### config.mk
export PLATFORM = sky130hd
export DESIGN_NAME = dual_adc_muxed_output_port
export DESIGN_NICKNAME = d
export VERILOG_FILES = /design/src/shared/dual_adc_pkg.sv /design/src/hdl/sample_pipeline.sv /design/src/hdl/sample_coder.sv /design/src/hdl/dual_adc_muxed_output_port.sv
export SDC_FILE = /design/constraint.sdc
export NUM_CORES = 1
export LEC_CHECK = 0
export ABC_AREA = 1
export BUFFER_PORTS_ARGS = -buffer_cell sky130_fd_sc_hd__buf_4
export CORE_ASPECT_RATIO = 1.4
export CORE_UTILIZATION = 50
export CTS_BUF_LIST = sky130_fd_sc_hd__clkbuf_16
export CTS_CLUSTER_SIZE = 25
export DETAILED_ROUTE_END_ITERATION = 8
export PLACE_DENSITY = 0.72
export RECOVER_POWER = 100
export SYNTH_ARGS = -nofsm -noshare
export SYNTH_HDL_FRONTEND = slang
export SYNTH_HIERARCHICAL = 1
export SYNTH_SLANG_ARGS = --single-unit
### constraint.sdc
create_clock -name core_clk -period 3.5 [get_ports core_clk]
set_clock_uncertainty 0.15 [all_clocks]
set_input_delay 0.525 -clock core_clk [delete_from_list [all_inputs] [get_ports core_clk]]
set_output_delay 0.525 -clock core_clk [all_outputs]
set_load 0.01 [all_outputs]
### src/shared/dual_adc_pkg.sv
// constants, register map and mode type for the dual-channel sample output port
package dual_adc_pkg;

    // sample word layout
    localparam int SAMPLE_W           = 10;
    localparam int SAMPLE_BUS_BIT_LSB = 0;
    localparam int SAMPLE_BUS_BIT_MSB = 9;

    // conversion latency in converter clock periods
    localparam int LATENCY_CYCLES     = 5;

    // core clock and indicator lag
    localparam int CORE_CLK_MHZ       = 20;
    localparam int IND_DELAY_NS       = 6;
    localparam int IND_DELAY_RAW      = (IND_DELAY_NS * CORE_CLK_MHZ + 999) / 1000;
    localparam int IND_DELAY_CYC      = (IND_DELAY_RAW < 1) ? 1 : IND_DELAY_RAW;

    // register bus
    localparam int APB_AW             = 8;
    localparam int APB_DW             = 32;
    localparam logic [7:0] CTRL_OFS   = 8'h00;
    localparam logic [7:0] STAT_OFS   = 8'h04;
    localparam logic [7:0] LASTA_OFS  = 8'h08;
    localparam logic [7:0] LASTB_OFS  = 8'h0C;

    // control register fields
    localparam int CTRL_SOFT_SLEEP    = 0;
    localparam int CTRL_SOFT_PDOWN    = 1;
    localparam int CTRL_W             = 2;
    localparam logic [1:0] CTRL_RESET = 2'h0;

    // status register fields
    localparam int STAT_SLEEP         = 0;
    localparam int STAT_PDOWN         = 1;
    localparam int STAT_INDICATOR     = 2;
    localparam int STAT_DRIVING       = 3;
    localparam int STAT_TWOS          = 4;

    localparam logic [9:0] SAMPLE_RESET = 10'h000;

    typedef enum logic [2:0] {
        MODE_RUN   = 3'b001,
        MODE_SLEEP = 3'b010,
        MODE_PDOWN = 3'b100
    } mode_t;

endpackage

### src/hdl/sample_pipeline.sv
// delay line holding both channels' samples for the conversion latency
`timescale 1ns/1ps
module sample_pipeline
    import dual_adc_pkg::*;
#(
    parameter int WIDTH = SAMPLE_W,
    parameter int DEPTH = LATENCY_CYCLES
) (
    input  wire logic             core_clk,
    input  wire logic             rst_n,
    input  wire logic             advance,
    input  wire logic [WIDTH-1:0] firstIn,
    input  wire logic [WIDTH-1:0] secondIn,
    output logic      [WIDTH-1:0] firstOut,
    output logic      [WIDTH-1:0] secondOut
);

    logic [WIDTH-1:0] firstStage_q  [DEPTH];
    logic [WIDTH-1:0] secondStage_q [DEPTH];
    logic [WIDTH-1:0] firstStage_d  [DEPTH];
    logic [WIDTH-1:0] secondStage_d [DEPTH];

    always_comb begin
        for (int i = 0; i < DEPTH; i++) begin
            firstStage_d[i]  = firstStage_q[i];
            secondStage_d[i] = secondStage_q[i];
        end
        if (advance) begin
            firstStage_d[0]  = firstIn;
            secondStage_d[0] = secondIn;
            for (int i = 1; i < DEPTH; i++) begin
                firstStage_d[i]  = firstStage_q[i-1];
                secondStage_d[i] = secondStage_q[i-1];
            end
        end
    end

    always_ff @(posedge core_clk) begin
        for (int i = 0; i < DEPTH; i++) begin
            if (!rst_n) begin
                firstStage_q[i]  <= '0;
                secondStage_q[i] <= '0;
            end else begin
                firstStage_q[i]  <= firstStage_d[i];
                secondStage_q[i] <= secondStage_d[i];
            end
        end
    end

    // oldest entry: the sample taken DEPTH advances before the current one
    assign firstOut  = firstStage_q[DEPTH-1];
    assign secondOut = secondStage_q[DEPTH-1];

endmodule

### src/hdl/sample_coder.sv
// converts an offset-binary sample to the selected output coding
`timescale 1ns/1ps
module sample_coder
    import dual_adc_pkg::*;
(
    input  wire logic [SAMPLE_W-1:0] rawCode,
    input  wire logic                twosComp,
    output logic      [SAMPLE_W-1:0] codedSample
);

    always_comb begin
        codedSample = rawCode;
        // codings differ only in the top bit
        codedSample[SAMPLE_BUS_BIT_MSB] = rawCode[SAMPLE_BUS_BIT_MSB] ^ twosComp;
    end

endmodule

### src/hdl/dual_adc_muxed_output_port.sv
// digital output side of a dual-channel converter with a shared sample bus
//
// Local design decisions: the placing of the registers and the APB register port.
`timescale 1ns/1ps
module dual_adc_muxed_output_port
    import dual_adc_pkg::*;
#(
    parameter int LATENCY = LATENCY_CYCLES
) (
    input  wire logic                core_clk,
    input  wire logic                rst_n,
    input  wire logic                convClk,
    input  wire logic [SAMPLE_W-1:0] firstChannelCode,
    input  wire logic [SAMPLE_W-1:0] secondChannelCode,
    input  wire logic                formatSel,
    input  wire logic                sleepIn,
    input  wire logic                fullPowerDownInput,
    input  wire logic                outputEnable_n,
    output logic      [SAMPLE_W-1:0] sampleBusOut,
    output logic                     sampleBusOe_n,
    output logic                     channelIndicator,
    input  wire logic [APB_AW-1:0]   paddr,
    input  wire logic                psel,
    input  wire logic                penable,
    input  wire logic                pwrite,
    input  wire logic [APB_DW-1:0]   pwdata,
    output logic      [APB_DW-1:0]   prdata,
    output logic                     pready,
    output logic                     pslverr
);

    // converter clock edge detection
    logic                convPrev_q;
    logic                convPrev_d;
    logic                convRise;
    logic                convFall;

    // operating mode
    mode_t               mode_q;
    mode_t               mode_d;
    logic                sleepReq;
    logic                pdownReq;

    // output stage
    logic [SAMPLE_W-1:0] busData_q;
    logic [SAMPLE_W-1:0] busData_d;
    logic                busOe_n_q;
    logic                busOe_n_d;
    logic                indicator_q;
    logic                indicator_d;
    logic [SAMPLE_W-1:0] lastFirst_q;
    logic [SAMPLE_W-1:0] lastFirst_d;
    logic [SAMPLE_W-1:0] lastSecond_q;
    logic [SAMPLE_W-1:0] lastSecond_d;
    logic [SAMPLE_W-1:0] pendingSecond_q;
    logic [SAMPLE_W-1:0] pendingSecond_d;

    // pipeline and coding
    logic                advance;
    logic [SAMPLE_W-1:0] firstRaw;
    logic [SAMPLE_W-1:0] secondRaw;
    logic [SAMPLE_W-1:0] firstCoded;
    logic [SAMPLE_W-1:0] secondCoded;

    // register bus
    logic [CTRL_W-1:0]   ctrl_q;
    logic [CTRL_W-1:0]   ctrl_d;
    logic [APB_DW-1:0]   prdata_q;
    logic [APB_DW-1:0]   prdata_d;
    logic                pready_q;
    logic                pready_d;
    logic                pslverr_q;
    logic                pslverr_d;
    logic                accessPhase;
    logic                accessDone;

    function automatic logic addrMapped(input logic [APB_AW-1:0] addr);
        addrMapped = (addr == CTRL_OFS) || (addr == STAT_OFS) ||
                     (addr == LASTA_OFS) || (addr == LASTB_OFS);
    endfunction

    function automatic logic [APB_DW-1:0] zeroExtSample(input logic [SAMPLE_W-1:0] s);
        zeroExtSample = {{(APB_DW-SAMPLE_W){1'b0}}, s};
    endfunction

    // edge detect, no lag; the indicator_q register gives the one-cycle indicator delay
    always_comb begin
        convPrev_d = convClk;
        convRise   = convClk & ~convPrev_q;
        convFall   = ~convClk & convPrev_q;
    end

    always_ff @(posedge core_clk) begin
        if (!rst_n) begin
            convPrev_q <= 1'b0;
        end else begin
            convPrev_q <= convPrev_d;
        end
    end

    // mode selection; power-down outranks sleep
    always_comb begin
        sleepReq = sleepIn | ctrl_q[CTRL_SOFT_SLEEP];
        pdownReq = fullPowerDownInput | ctrl_q[CTRL_SOFT_PDOWN];
        mode_d   = mode_q;
        case (mode_q)
            MODE_RUN: begin
                if (pdownReq) begin
                    mode_d = MODE_PDOWN;
                end else if (sleepReq) begin
                    mode_d = MODE_SLEEP;
                end
            end
            MODE_SLEEP: begin
                if (pdownReq) begin
                    mode_d = MODE_PDOWN;
                end else if (!sleepReq) begin
                    mode_d = MODE_RUN;
                end
            end
            MODE_PDOWN: begin
                if (!pdownReq) begin
                    mode_d = sleepReq ? MODE_SLEEP : MODE_RUN;
                end
            end
            default: begin
                mode_d = MODE_RUN;
            end
        endcase
    end

    always_ff @(posedge core_clk) begin
        if (!rst_n) begin
            mode_q <= MODE_RUN;
        end else begin
            mode_q <= mode_d;
        end
    end

    // both channels sampled together on each converter rising edge in run mode
    assign advance = convRise && (mode_q == MODE_RUN);

    sample_pipeline #(
        .WIDTH (SAMPLE_W),
        .DEPTH (LATENCY)
    ) u_pipe (
        .core_clk  (core_clk),
        .rst_n     (rst_n),
        .advance   (advance),
        .firstIn   (firstChannelCode),
        .secondIn  (secondChannelCode),
        .firstOut  (firstRaw),
        .secondOut (secondRaw)
    );

    sample_coder u_code_first (
        .rawCode     (firstRaw),
        .twosComp    (formatSel),
        .codedSample (firstCoded)
    );

    // second word comes from the same sample instant as the first
    sample_coder u_code_second (
        .rawCode     (pendingSecond_q),
        .twosComp    (formatSel),
        .codedSample (secondCoded)
    );

    // shared bus multiplexing and indicator
    always_comb begin
        busData_d    = busData_q;
        indicator_d  = indicator_q;
        lastFirst_d  = lastFirst_q;
        lastSecond_d = lastSecond_q;
        pendingSecond_d = pendingSecond_q;
        // enable follows its pin in every mode
        busOe_n_d    = outputEnable_n;
        if (mode_q == MODE_RUN) begin
            if (convRise) begin
                // first channel word, LATENCY periods after its sample
                busData_d   = firstCoded;
                lastFirst_d = firstCoded;
                // latch partner before the delay line shifts
                pendingSecond_d = secondRaw;
                indicator_d = 1'b1;
            end else if (convFall) begin
                // second channel word half a period later
                busData_d    = secondCoded;
                lastSecond_d = secondCoded;
                indicator_d  = 1'b0;
            end
        end
        // sleep and power-down leave data and indicator frozen
    end

    always_ff @(posedge core_clk) begin
        if (!rst_n) begin
            busData_q    <= SAMPLE_RESET;
            busOe_n_q    <= 1'b1;
            indicator_q  <= 1'b0;
            lastFirst_q  <= SAMPLE_RESET;
            lastSecond_q <= SAMPLE_RESET;
            pendingSecond_q <= SAMPLE_RESET;
        end else begin
            busData_q    <= busData_d;
            pendingSecond_q <= pendingSecond_d;
            busOe_n_q    <= busOe_n_d;
            indicator_q  <= indicator_d;
            lastFirst_q  <= lastFirst_d;
            lastSecond_q <= lastSecond_d;
        end
    end

    assign sampleBusOut     = busData_q;
    assign sampleBusOe_n    = busOe_n_q;
    assign channelIndicator = indicator_q;

    // register slave: one wait state, answer in the second access cycle
    assign accessPhase = psel & penable;
    assign accessDone  = accessPhase & pready_q;

    always_comb begin
        ctrl_d    = ctrl_q;
        prdata_d  = prdata_q;
        pready_d  = 1'b0;
        pslverr_d = 1'b0;
        if (accessPhase && !pready_q) begin
            pready_d  = 1'b1;
            pslverr_d = ~addrMapped(paddr);
            prdata_d  = '0;
            if (!pwrite) begin
                if (paddr == CTRL_OFS) begin
                    prdata_d[CTRL_W-1:0] = ctrl_q;
                end else if (paddr == STAT_OFS) begin
                    prdata_d[STAT_SLEEP]     = (mode_q == MODE_SLEEP);
                    prdata_d[STAT_PDOWN]     = (mode_q == MODE_PDOWN);
                    prdata_d[STAT_INDICATOR] = indicator_q;
                    prdata_d[STAT_DRIVING]   = ~busOe_n_q;
                    prdata_d[STAT_TWOS]      = formatSel;
                end else if (paddr == LASTA_OFS) begin
                    prdata_d = zeroExtSample(lastFirst_q);
                end else if (paddr == LASTB_OFS) begin
                    prdata_d = zeroExtSample(lastSecond_q);
                end
            end
        end
        if (accessDone && pwrite && (paddr == CTRL_OFS)) begin
            ctrl_d = pwdata[CTRL_W-1:0];
        end
    end

    always_ff @(posedge core_clk) begin
        if (!rst_n) begin
            ctrl_q    <= CTRL_RESET;
            prdata_q  <= '0;
            pready_q  <= 1'b0;
            pslverr_q <= 1'b0;
        end else begin
            ctrl_q    <= ctrl_d;
            prdata_q  <= prdata_d;
            pready_q  <= pready_d;
            pslverr_q <= pslverr_d;
        end
    end

    assign prdata  = prdata_q;
    assign pready  = pready_q;
    assign pslverr = pslverr_q;

endmodule

==> results of run 1 <==
## area by class of cell
type | instances | area [um^2]
repair buffers | 68 | 454.2
flip-flops and latches | 160 | 3203
inverters | 151 | 573.1
clock inverters | 15 | 170.2
well taps | 185 | 231.5
fillers | 1397 | 6215
multi-input cells | 669 | 2766
clock buffers | 17 | 425.4
## worst max-delay path, stage by stage (launching register included)
cell	delay (ns)
dfxtp_1	0.31
inv_1	0.05
ha_1	0.14
buf_4	0.26
nand2_4	0.22
inv_6	0.40
buf_4	0.36
nand2_1	0.09
nand2_1	0.06
nor2_1	0.04
## where the power goes
part / internal [W] / switching (W)
clock network: 0.00112 / 0.000716
logic: 0.000254 / 0.000424
registers: 0.00202 / 0.0000933
total: 0.00339 / 0.00123
## cells in the mapped netlist
master    instances
o22ai_1           4
buf_6            19
nand4_1           2
conb_1            1
nand2_4           3
buf_4            46
nand3_1          18
o21ai_0          43
clkbuf_2          1
nor2_2            4
nand2_1         246
nor2_8            2
a21oi_1          47
buf_2            11
inv_4             1
nor2_1          254
o21ai_1           4
a32oi_1           1
nand3_2           2
o21bai_1          1
a21oi_2           6
inv_2             5
ha_1              2
nand2_2           4
dfxtp_1         160
a31oi_1           1
or2_2             2
clkbuf_8          5
inv_1           144
nor3_1            1
clkbuf_1          6
clkinv_2          1
## cell usage in the layout, fill, tap and decap left out, types with 20 or more instances in the layout
cell      count
nor2_1      257
nand2_1     248
dfxtp_1     160
inv_1       148
a21oi_1      50
o21ai_0      44
buf_4        38
clkbuf_1     25
conb_1       22
nand3_1      20
## worst min-delay path by stage
stage / start / endpoint / slack, ns / cells after the start
after floorplan: lastFirst_q[0] / lastFirst_q[0] / 0.28 / 2
after global placement: lastSecond_q[7] / lastSecond_q[7] / 0.29 / 2
after detailed placement: lastSecond_q[7] / lastSecond_q[7] / 0.30 / 2
after CTS: outputEnable_n / sampleBusOe_n / 0.14 / 2
after global routing: outputEnable_n / sampleBusOe_n / 0.13 / 2
final: outputEnable_n / sampleBusOe_n / 0.16 / 2
## stage by stage
stage | hold slack (ns) | power (W) | instances
6_report | 0.1582 | 0.004623 | 1265
3_3_place_gp | 0.2907 | 0.002845 | 1233
5_1_grt | 0.1339 | 0.004900 | 1265
3_5_place_dp | 0.2960 | 0.002859 | 1233
4_1_cts | 0.1373 | 0.004703 | 1265
2_1_floorplan | 0.2797 | 0.002794 | 1068
## state kept, by name, indices dropped and copies added, names as in the netlist
name                  count
pslverr                   1
ctrl_q                    2
u_pipe/firstStage_q      50
u_pipe/secondStage_q     50
pready                    1
convPrev_q                1
lastFirst_q              10
channelIndicator          1
lastSecond_q             10
pendingSecond_q          10
sampleBusOe_n             1
sampleBusOut             10
prdata                   10
mode_q                    3
## cells by family after synthesis
group	after synthesis	synth area share, %
simple gates	538	29.63
fa+ha+maj	2	0.3463
compound gates	107	7.898
buf+inv	239	17.73
other cells	1	0.05191
flops	160	44.34
## routing by layer
metal	part of all wire [%]	global-route usage (%)
met5	0	0
met4	1.6	8.543
met3	3.5	3.921
met2	50	30.52
met1	45	19.48
==> results.sh, run 1 <==
export IMPL_status="finished, final reports clean"
export IMPL_final_cell_area_mm2=0.007824
export IMPL_wl_mm=11.98
export IMPL_antenna_found_initial=0
export IMPL_r2r_slack_ns=1.26
export IMPL_period_minus_slack_ns=2.244
export IMPL_yosys_top_cells_area="dfxtp_1 (44%), nor2_1 (13%), nand2_1 (13%), inv_1 (7.5%), buf_4 (4.8%)"
export IMPL_clk_pin_slew_ns=0.06
export IMPL_die_area_mm2=0.01494
export IMPL_grt_max_degree=146
export IMPL_seq_area_frac_synth_pct=44.34
export IMPL_vias_per_cell=4.432
export IMPL_first_pass_iters=5
export IMPL_layout_setup_ws_ns=1.256
export IMPL_synth_cells=1047
export IMPL_grt_overflow=0
export IMPL_grt_first_pass_wirelength_mm=21.02
export IMPL_drc_errors=0
export IMPL_grt_pass1_vias=4902
export IMPL_final_hold_violation_count=0
export IMPL_placedInstanceArea_mm2=0.007376
export IMPL_rr_worst_depth=9
export IMPL_start_util_pct=51.46
export IMPL_pin_count=116
export IMPL_fin_crit_sh_pct=64.12
export IMPL_clk_path_buf_depth=2
export IMPL_critical_path_arrival_ns=2.40
export IMPL_relSlewSlack_pct=14.19
export IMPL_crit_start="convPrev_q"
export IMPL_cts_setup_buffers=0
export IMPL_ys_ff_latch=160
export IMPL_leakagePower_nw=3.566
export IMPL_worstReg2RegEnd="u_pipe/secondStage_q[0][6]"
export IMPL_gr_usage_all_layers_pct=17.19
export IMPL_wire_per_inst_um=9.473
export IMPL_clock_latency_ns=0.41
export IMPL_syn_area_per_cell_um2=6.900
export IMPL_p_per_area_mw_per_mm2=590.8
export IMPL_die_h_um=144.2
export IMPL_yosys_cell_types_count=32
export IMPL_tns_ns=0
export IMPL_die_width_um=103.6
export IMPL_crit_path_end_kind="register"
export IMPL_tightestPinTransition_ns=1.282
export IMPL_setup_viol=0
export IMPL_vias=5607
export IMPL_max_vdd_ir_drop_v=0.0003777
export IMPL_finalMaxSlewViolations=0
export IMPL_layout_nets=1139
export IMPL_cts_resized=0
export IMPL_cts_tree="built"
export IMPL_synth_top_area_share_pct=44.34
export IMPL_cts_hold_buffers=0
export IMPL_drtIter0Drc=250
export IMPL_cap_violations=0
export IMPL_hp_class="input pin to register"
export IMPL_max_freq_mhz=445.6
export IMPL_coreArea_mm2=0.01404
export IMPL_syn2layout_area_growth_pct=8.296
export IMPL_reg2reg_from="convPrev_q"
export IMPL_antenna_cells=0
export IMPL_crit_fanout=67
export IMPL_critPathLaunchType="register"
export IMPL_port_buffers=63
export IMPL_rows=51
export IMPL_crit_end="u_pipe/secondStage_q[0][6]"
export IMPL_drive_above_1_share_pct=8.241
export IMPL_root_buffer="clkbuf_16"
export IMPL_hpwl_mm=7.559
export IMPL_crit_required_ns=3.66
export IMPL_antenna_left=0
export IMPL_dp_slack_ns=0.9709
export IMPL_clock_sinks=160
export IMPL_gp_routability_congestion=0.8101
export IMPL_cts_buffers_inserted=17
export IMPL_yosys_warnings=6
export IMPL_yosysTopAreaCell="dfxtp_1"
export IMPL_rsz0062_at_grt="false"
export IMPL_syn_area_mm2=0.007224
export IMPL_fin_util_pct=55.73
export IMPL_cts_htree_levels=4
export IMPL_critical_path_class="register to register"
No activity file was read; power rests on OpenSTA's default activity.
==> run 2: changes to the inputs <==
- clock period: 3.5 -> 2.3 ns (I/O delays scaled with it)
==> run 2 against run 1 <==
Effect of this change: highest routed layer unchanged; critical path depth shrank 1; largest power group unchanged; largest cell class unchanged; critical path type is now input pin to register; combinational power grew 56%; die area is the same; cell count grew 0.79%; critical endpoint is now lastSecond_q[1]; cell area grew 0.85%; global-route usage grew 0.49 points; sequential share of layout area shrank 0.34 points; first-iteration DRC count shrank 1.2%.
==> results.sh, run 2 (synthesis results as in run 1) <==
export IMPL_comb_power_share_pct=15.6
export IMPL_grt_first_pass_wirelength_mm=21.62
export IMPL_cts_htree_levels=4
export IMPL_p_per_area_mw_per_mm2=864.1
export IMPL_antenna_cells=0
export IMPL_layout_setup_ws_ns=0.3402
export IMPL_die_area_mm2=0.01494
export IMPL_multi_input_area_mm2=0.002801
export IMPL_drtIter0Drc=247
export IMPL_maxUsedRoutingLayer="met4"
export IMPL_hold_end="u_pipe/firstStage_q[0][4]"
export IMPL_met1_length_mm=5.413
export IMPL_regArea_mm2=0.003203
export IMPL_critPathLaunchType="input pin"
export IMPL_vias=5691
export IMPL_status="finished, final reports clean"
export IMPL_drc_errors=0
export IMPL_tns_ns=0
export IMPL_power_frac_clock_pct=37.2
export IMPL_crit_required_ns=2.45
export IMPL_max_vdd_ir_drop_v=0.0004922
export IMPL_root_buffer="clkbuf_16"
export IMPL_hp_class="input pin to register"
export IMPL_met3_length_um=407
export IMPL_fin_crit_sh_pct=85.21
export IMPL_rsz0062_at_grt="false"
export IMPL_crit_path_end_kind="register"
export IMPL_gp_routability_congestion=0.8023
export IMPL_gr_usage_all_layers_pct=17.69
export IMPL_period_minus_slack_ns=1.960
export IMPL_cts_resized=0
export IMPL_clock_sinks=160
export IMPL_min_delay_path_depth=5
export IMPL_cpPeakStageDelay_ns=0.52
export IMPL_coreArea_mm2=0.01404
export IMPL_final_hold_violation_count=0
export IMPL_switching_share_pct=28.61
export IMPL_worstPathCellList="dlygate4sd3_1 -> clkbuf_1 -> inv_1 -> ha_1 -> nand2_1 -> inv_1 -> o21ai_0 -> a21oi_1"
export IMPL_clk_pin_slew_ns=0.07
export IMPL_p_seq_share_pct=47.2
export IMPL_finalMaxSlewViolations=0
export IMPL_cap_violations=0
export IMPL_die_h_um=144.2
export IMPL_grt_max_degree=73
export IMPL_setup_viol=0
export IMPL_crit_start="convClk"
export IMPL_vias_per_cell=4.464
export IMPL_first_pass_iters=4
export IMPL_wl_met2_mm=6.234
export IMPL_antenna_left=0
export IMPL_reg2reg_from="mode_q[2]"
export IMPL_fill_cells=1426
export IMPL_antenna_found_initial=0
export IMPL_drive_above_1_share_pct=9.908
export IMPL_fin_cells=1275
export IMPL_dp_slack_ns=0.5514
export IMPL_grt_overflow=0
export IMPL_p_sw_w=0.001950
export IMPL_final_cell_area_mm2=0.007890
export IMPL_dp_cells=1241
export IMPL_rows=51
export IMPL_layout_nets=1149
export IMPL_wire_per_inst_um=9.624
export IMPL_crit_top_cell="inv_1"
export IMPL_r2r_slack_ns=0.60
export IMPL_hp_start="firstChannelCode[4]"
export IMPL_crit_fanout=12
export IMPL_final_common_cell="nor2_1"
export IMPL_critical_path_class="input pin to register"
export IMPL_slowest_stage="dlygate4sd3_1"
export IMPL_leakagePower_nw=3.596
export IMPL_hpwl_mm=8.238
export IMPL_cts_buffers_inserted=17
export IMPL_wl_mm=12.27
export IMPL_die_width_um=103.6
export IMPL_rr_worst_depth=7
export IMPL_internal_power_w=0.004868
export IMPL_timing_hold_ws_ns=0.05108
export IMPL_grt_pass1_vias=5145
export IMPL_worstReg2RegEnd="lastSecond_q[1]"
export IMPL_placedInstanceArea_mm2=0.007448
export IMPL_syn2layout_area_growth_pct=9.214
export IMPL_cts_tree="built"
export IMPL_largestRegisters="u_pipe/firstStage_q x50, u_pipe/secondStage_q x50"
export IMPL_layout_common_cells="nor2_1 (255), nand2_1 (247), dfxtp_1 (160), inv_1 (145), a21oi_1 (49)"
export IMPL_clock_latency_ns=0.42
export IMPL_port_buffers=63
export IMPL_critical_path_arrival_ns=2.11
export IMPL_start_util_pct=51.46
export IMPL_max_freq_mhz=510.3
export IMPL_pin_count=116
export IMPL_clk_path_buf_depth=2
## run 2: worst max-delay path: cells and delay by family
family	cells	cell delay, ns
AOI/OAI and AO/OA	2	0.30
adders and majority gates	1	0.19
buffers and inverters	4	0.99
and+or+nand+nor	1	0.29
## run 2: area by class of cell
cell class | count | area share [%]
clock buffers | 17 | 5.392
clock inverters | 15 | 1.459
inverters | 151 | 7.279
multi-input cells | 669 | 35.51
flip-flops and latches | 160 | 40.60
well taps | 185 | 2.934
repair buffers | 78 | 6.835
## run 2: metal layers
layer	vias to the layer above	GRT usage, %
met5	-	0
met4	0	7.170
met3	11	5.363
met2	103	33.31
met1	2460	18.27
li1	3117	-
## run 2: power by group through the flow
stage / clock network, W / logic (W) / registers, W
6_report: 0.00254 / 0.00106 / 0.00322
5_1_grt: 0.00272 / 0.00126 / 0.00326
4_1_cts: 0.00260 / 0.00112 / 0.00322
3_5_place_dp: 0 / 0.00111 / 0.00328
3_3_place_gp: 0 / 0.00109 / 0.00327
2_1_floorplan: 0 / 0.000998 / 0.00325
## run 2: what timing repair did
action	in CTS	in global routing
hold endpoints to repair	2	0
hold buffers	2	0
endpoints found under the setup margin	0	0
setup buffers	0	0
## run 2: how the worst max path moves through the flow
stage	endpoint	slack, ns	depth (start not counted)
final	lastSecond_q[1]	0.34	8
after CTS	u_pipe/firstStage_q[2][4]	0.44	9
after global placement	u_pipe/firstStage_q[2][2]	0.56	8
after detailed placement	u_pipe/firstStage_q[1][6]	0.55	8
after floorplan	u_pipe/firstStage_q[0][0]	0.72	8
after global routing	u_pipe/firstStage_q[4][2]	0.18	8
## run 2: through the flow
step	util [%]	power, W
2_1_floorplan	-	0.004251
3_3_place_gp	53.06	0.004357
3_5_place_dp	53.06	0.004386
4_1_cts	57.05	0.006930
5_1_grt	56.20	0.007228
6_report	56.20	0.006818
==> run 3: changes to the inputs <==
- BUFFER_PORTS_ARGS: -buffer_cell sky130_fd_sc_hd__buf_4 -> not set
- DONT_BUFFER_PORTS: not set -> 1
- PLACE_DENSITY: 0.72 -> not set
- SYNTH_HIERARCHICAL: 1 -> not set
==> run 3 against run 2 <==
Effect of this change: die area is 14% lower; largest power group unchanged; count of clock-buffer cells in the layout unchanged; first-iteration DRC count increased by 12%; clock power grew 8%; critical path type is now register to register; combinational power down 22%; sequential power is essentially flat; cell area down 11%; cell count shrank 23%.
==> results.sh, run 3 <==
export IMPL_vias_per_cell=5.008
export IMPL_cap_violations=0
export IMPL_cts_setup_buffers=0
export IMPL_crit_required_ns=2.46
export IMPL_drive_above_1_share_pct=5.006
export IMPL_antenna_left=0
export IMPL_clock_latency_ns=0.41
export IMPL_crit_path_end_kind="register"
export IMPL_wire_per_inst_um=12.13
export IMPL_total_power_w=0.006792
export IMPL_synth_top_area_share_pct=51.60
export IMPL_critPathLaunchType="register"
export IMPL_comb_power_share_pct=12.2
export IMPL_critical_path_arrival_ns=2.26
export IMPL_drtIter0Drc=277
export IMPL_clk_path_buf_depth=2
export IMPL_wl_mm=11.96
export IMPL_first_pass_iters=4
export IMPL_syn_area_mm2=0.006207
export IMPL_die_area_mm2=0.01287
export IMPL_max_freq_mhz=476.5
export IMPL_ys_ff_latch=160
export IMPL_syn2layout_area_growth_pct=12.98
export IMPL_max_vdd_ir_drop_v=0.0005532
export IMPL_status="finished, final reports clean"
export IMPL_grt_max_degree=134
export IMPL_synthFlopType="dfxtp_1"
export IMPL_gp_routability_congestion=0.7144
export IMPL_switching_share_pct=25.45
export IMPL_layout_nets=898
export IMPL_critical_path_class="register to register"
export IMPL_root_buffer="clkbuf_16"
export IMPL_fill_cells=1158
export IMPL_crit_fanout=57
export IMPL_cts_tree="built"
export IMPL_start_util_pct=52.00
export IMPL_drc_errors=0
export IMPL_rsz0062_at_grt="false"
export IMPL_yosys_warnings=0
export IMPL_gr_usage_all_layers_pct=18.93
export IMPL_vias=4938
export IMPL_period_minus_slack_ns=2.099
export IMPL_p_per_area_mw_per_mm2=968.5
export IMPL_tns_ns=0
export IMPL_fin_crit_sh_pct=91.24
export IMPL_syn_area_per_cell_um2=7.579
export IMPL_hpwl_mm=6.812
export IMPL_antenna_found_initial=0
export IMPL_p_seq_share_pct=47.4
export IMPL_antenna_cells=0
export IMPL_grt_overflow=0
export IMPL_seq_area_frac_synth_pct=51.60
export IMPL_die_width_um=96.17
export IMPL_layout_common_cells="nor2_1 (249), dfxtp_1 (160), o21ai_0 (146), nand2_1 (64), a21oi_1 (56)"
export IMPL_hp_class="input pin to register"
export IMPL_path_buf_inv=3
export IMPL_synth_most_common_cell="nor2_1"
export IMPL_leakagePower_nw=2.864
export IMPL_power_frac_clock_pct=40.4
export IMPL_synth_edf_count=0
export IMPL_grt_first_pass_wirelength_mm=19.16
export IMPL_rows=47
export IMPL_coreArea_mm2=0.01194
export IMPL_yosys_top_cells_area="dfxtp_1 (52%), nor2_1 (15%), o21ai_0 (12%), a21oi_1 (4.5%), nand2_1 (3.9%)"
export IMPL_yosysTopAreaCell="dfxtp_1"
export IMPL_path_delay_family="buffers and inverters"
export IMPL_synth_async_sr_flop_share_pct=0
export IMPL_port_buffers=0
export IMPL_clk_pin_slew_ns=0.06
export IMPL_cpPeakStageDelay_ns=0.58
export IMPL_setup_viol=0
export IMPL_slowest_stage="dlygate4sd3_1"
export IMPL_clock_sinks=160
export IMPL_pin_count=116
export IMPL_tightestPinTransition_ns=0.8762
export IMPL_final_hold_violation_count=0
export IMPL_synth_cells=819
export IMPL_final_common_cell="nor2_1"
export IMPL_die_h_um=133.8
export IMPL_cts_htree_levels=4
export IMPL_internal_power_w=0.005064
export IMPL_relSlewSlack_pct=41.59
export IMPL_p_sw_w=0.001729
export IMPL_finalMaxSlewViolations=0
export IMPL_cts_buffers_inserted=17
export IMPL_fin_util_pct=58.75
export IMPL_worstPathCellList="nand3_2 -> inv_2 -> nand2_4 -> buf_16 -> o21ai_0 -> dlygate4sd3_1 -> nor2_1"
export IMPL_largestRegisters="u_pipe.firstStage_q x50, u_pipe.secondStage_q x50"
export IMPL_synth_common_cells="nor2_1 (249), dfxtp_1 (160), o21ai_0 (146)"
export IMPL_grt_pass1_vias=4527
export IMPL_yosys_cell_types_count=30
==> run 3: changes by cell type in the layout (fill, tap and decap cells not counted), sizes merged, moves of 9 or more <==
cell,delta
nand2,-188
inv,-109
o21ai,+100
buf,-43
dlygate4sd3,+29
clkbuf,-26
nor2,-9
==> run 3: per-layer routing <==
metal,vias up,part of all wire (%),GRT usage [%]
li1,2600,-,-
met1,2229,44,20.41
met2,94,51,34.52
met3,15,3.7,4.592
met4,0,1.6,7.463
met5,-,0,0
==> run 3: layout make-up <==
class                   instances  area (um^2)  area share [%]
clock buffers                  17        425.4           6.066
clock inverters                15        155.1           2.212
inverters                      42        158.9           2.266
multi-input cells             567         2472           35.25
flip-flops and latches        160         3203           45.67
well taps                     147        183.9           2.623
repair buffers                 38        414.1           5.905
==> run 3: path summary, 6_finish.rpt <==
check / start / end / slack, ns / cells past startpoint
hold / removal: formatSel / lastFirst_q[9] / 0.03 / 2
setup / recovery: mode_q[0] / u_pipe.secondStage_q[0][4] / 0.20 / 7
hold reg to reg: lastSecond_q[9] / lastSecond_q[9] / 0.32 / 2
setup reg to reg: mode_q[0] / u_pipe.secondStage_q[0][4] / 0.20 / 7
==> run 3: kinds of logic after synthesis <==
| family | count (synthesis) | share of synthesized area, % |
|---|---|---|
| and+or+nand+nor | 334 | 20.88 |
| adders and majority gates | 2 | 0.4031 |
| xor gates and xnor gates | 2 | 0.2823 |
| other | 1 | 0.06041 |
| DFF | 160 | 51.60 |
| buffers and inverters | 113 | 9.917 |
| AOI/OAI and AO/OA | 207 | 16.85 |
==> run 3: through the flow <==
stage | area [um^2] | hold WS [ns] | instances | worst slack [ns]
2_1_floorplan | 6286 | 0.2745 | 840 | 0.9066
3_3_place_gp | 6068 | 0.2779 | 921 | 0.4874
3_5_place_dp | 6068 | 0.2848 | 921 | 0.4332
4_1_cts | 6987 | 0.009571 | 985 | 0.1283
5_1_grt | 7013 | 0.04381 | 986 | 0.03101
6_report | 7013 | 0.02586 | 986 | 0.2014
==> run 3: what timing repair did <==
| action | 4_1_cts | 5_1_grt |
|---|---|---|
| gates resized for setup | 0 | 1 |
| endpoints found under the setup margin | 0 | 3 |
| hold buffers | 32 | 0 |
| hold endpoints to repair | 145 | 0 |
==> run 3: power by group through the flow <==
stage / logic [W] / registers (W) / clock network [W]
final: 0.000828 / 0.00322 / 0.00274
after global routing: 0.000973 / 0.00326 / 0.00290
after CTS: 0.000815 / 0.00322 / 0.00279
after detailed placement: 0.000729 / 0.00328 / 0
after global placement: 0.000712 / 0.00327 / 0
after floorplan: 0.000709 / 0.00324 / 0
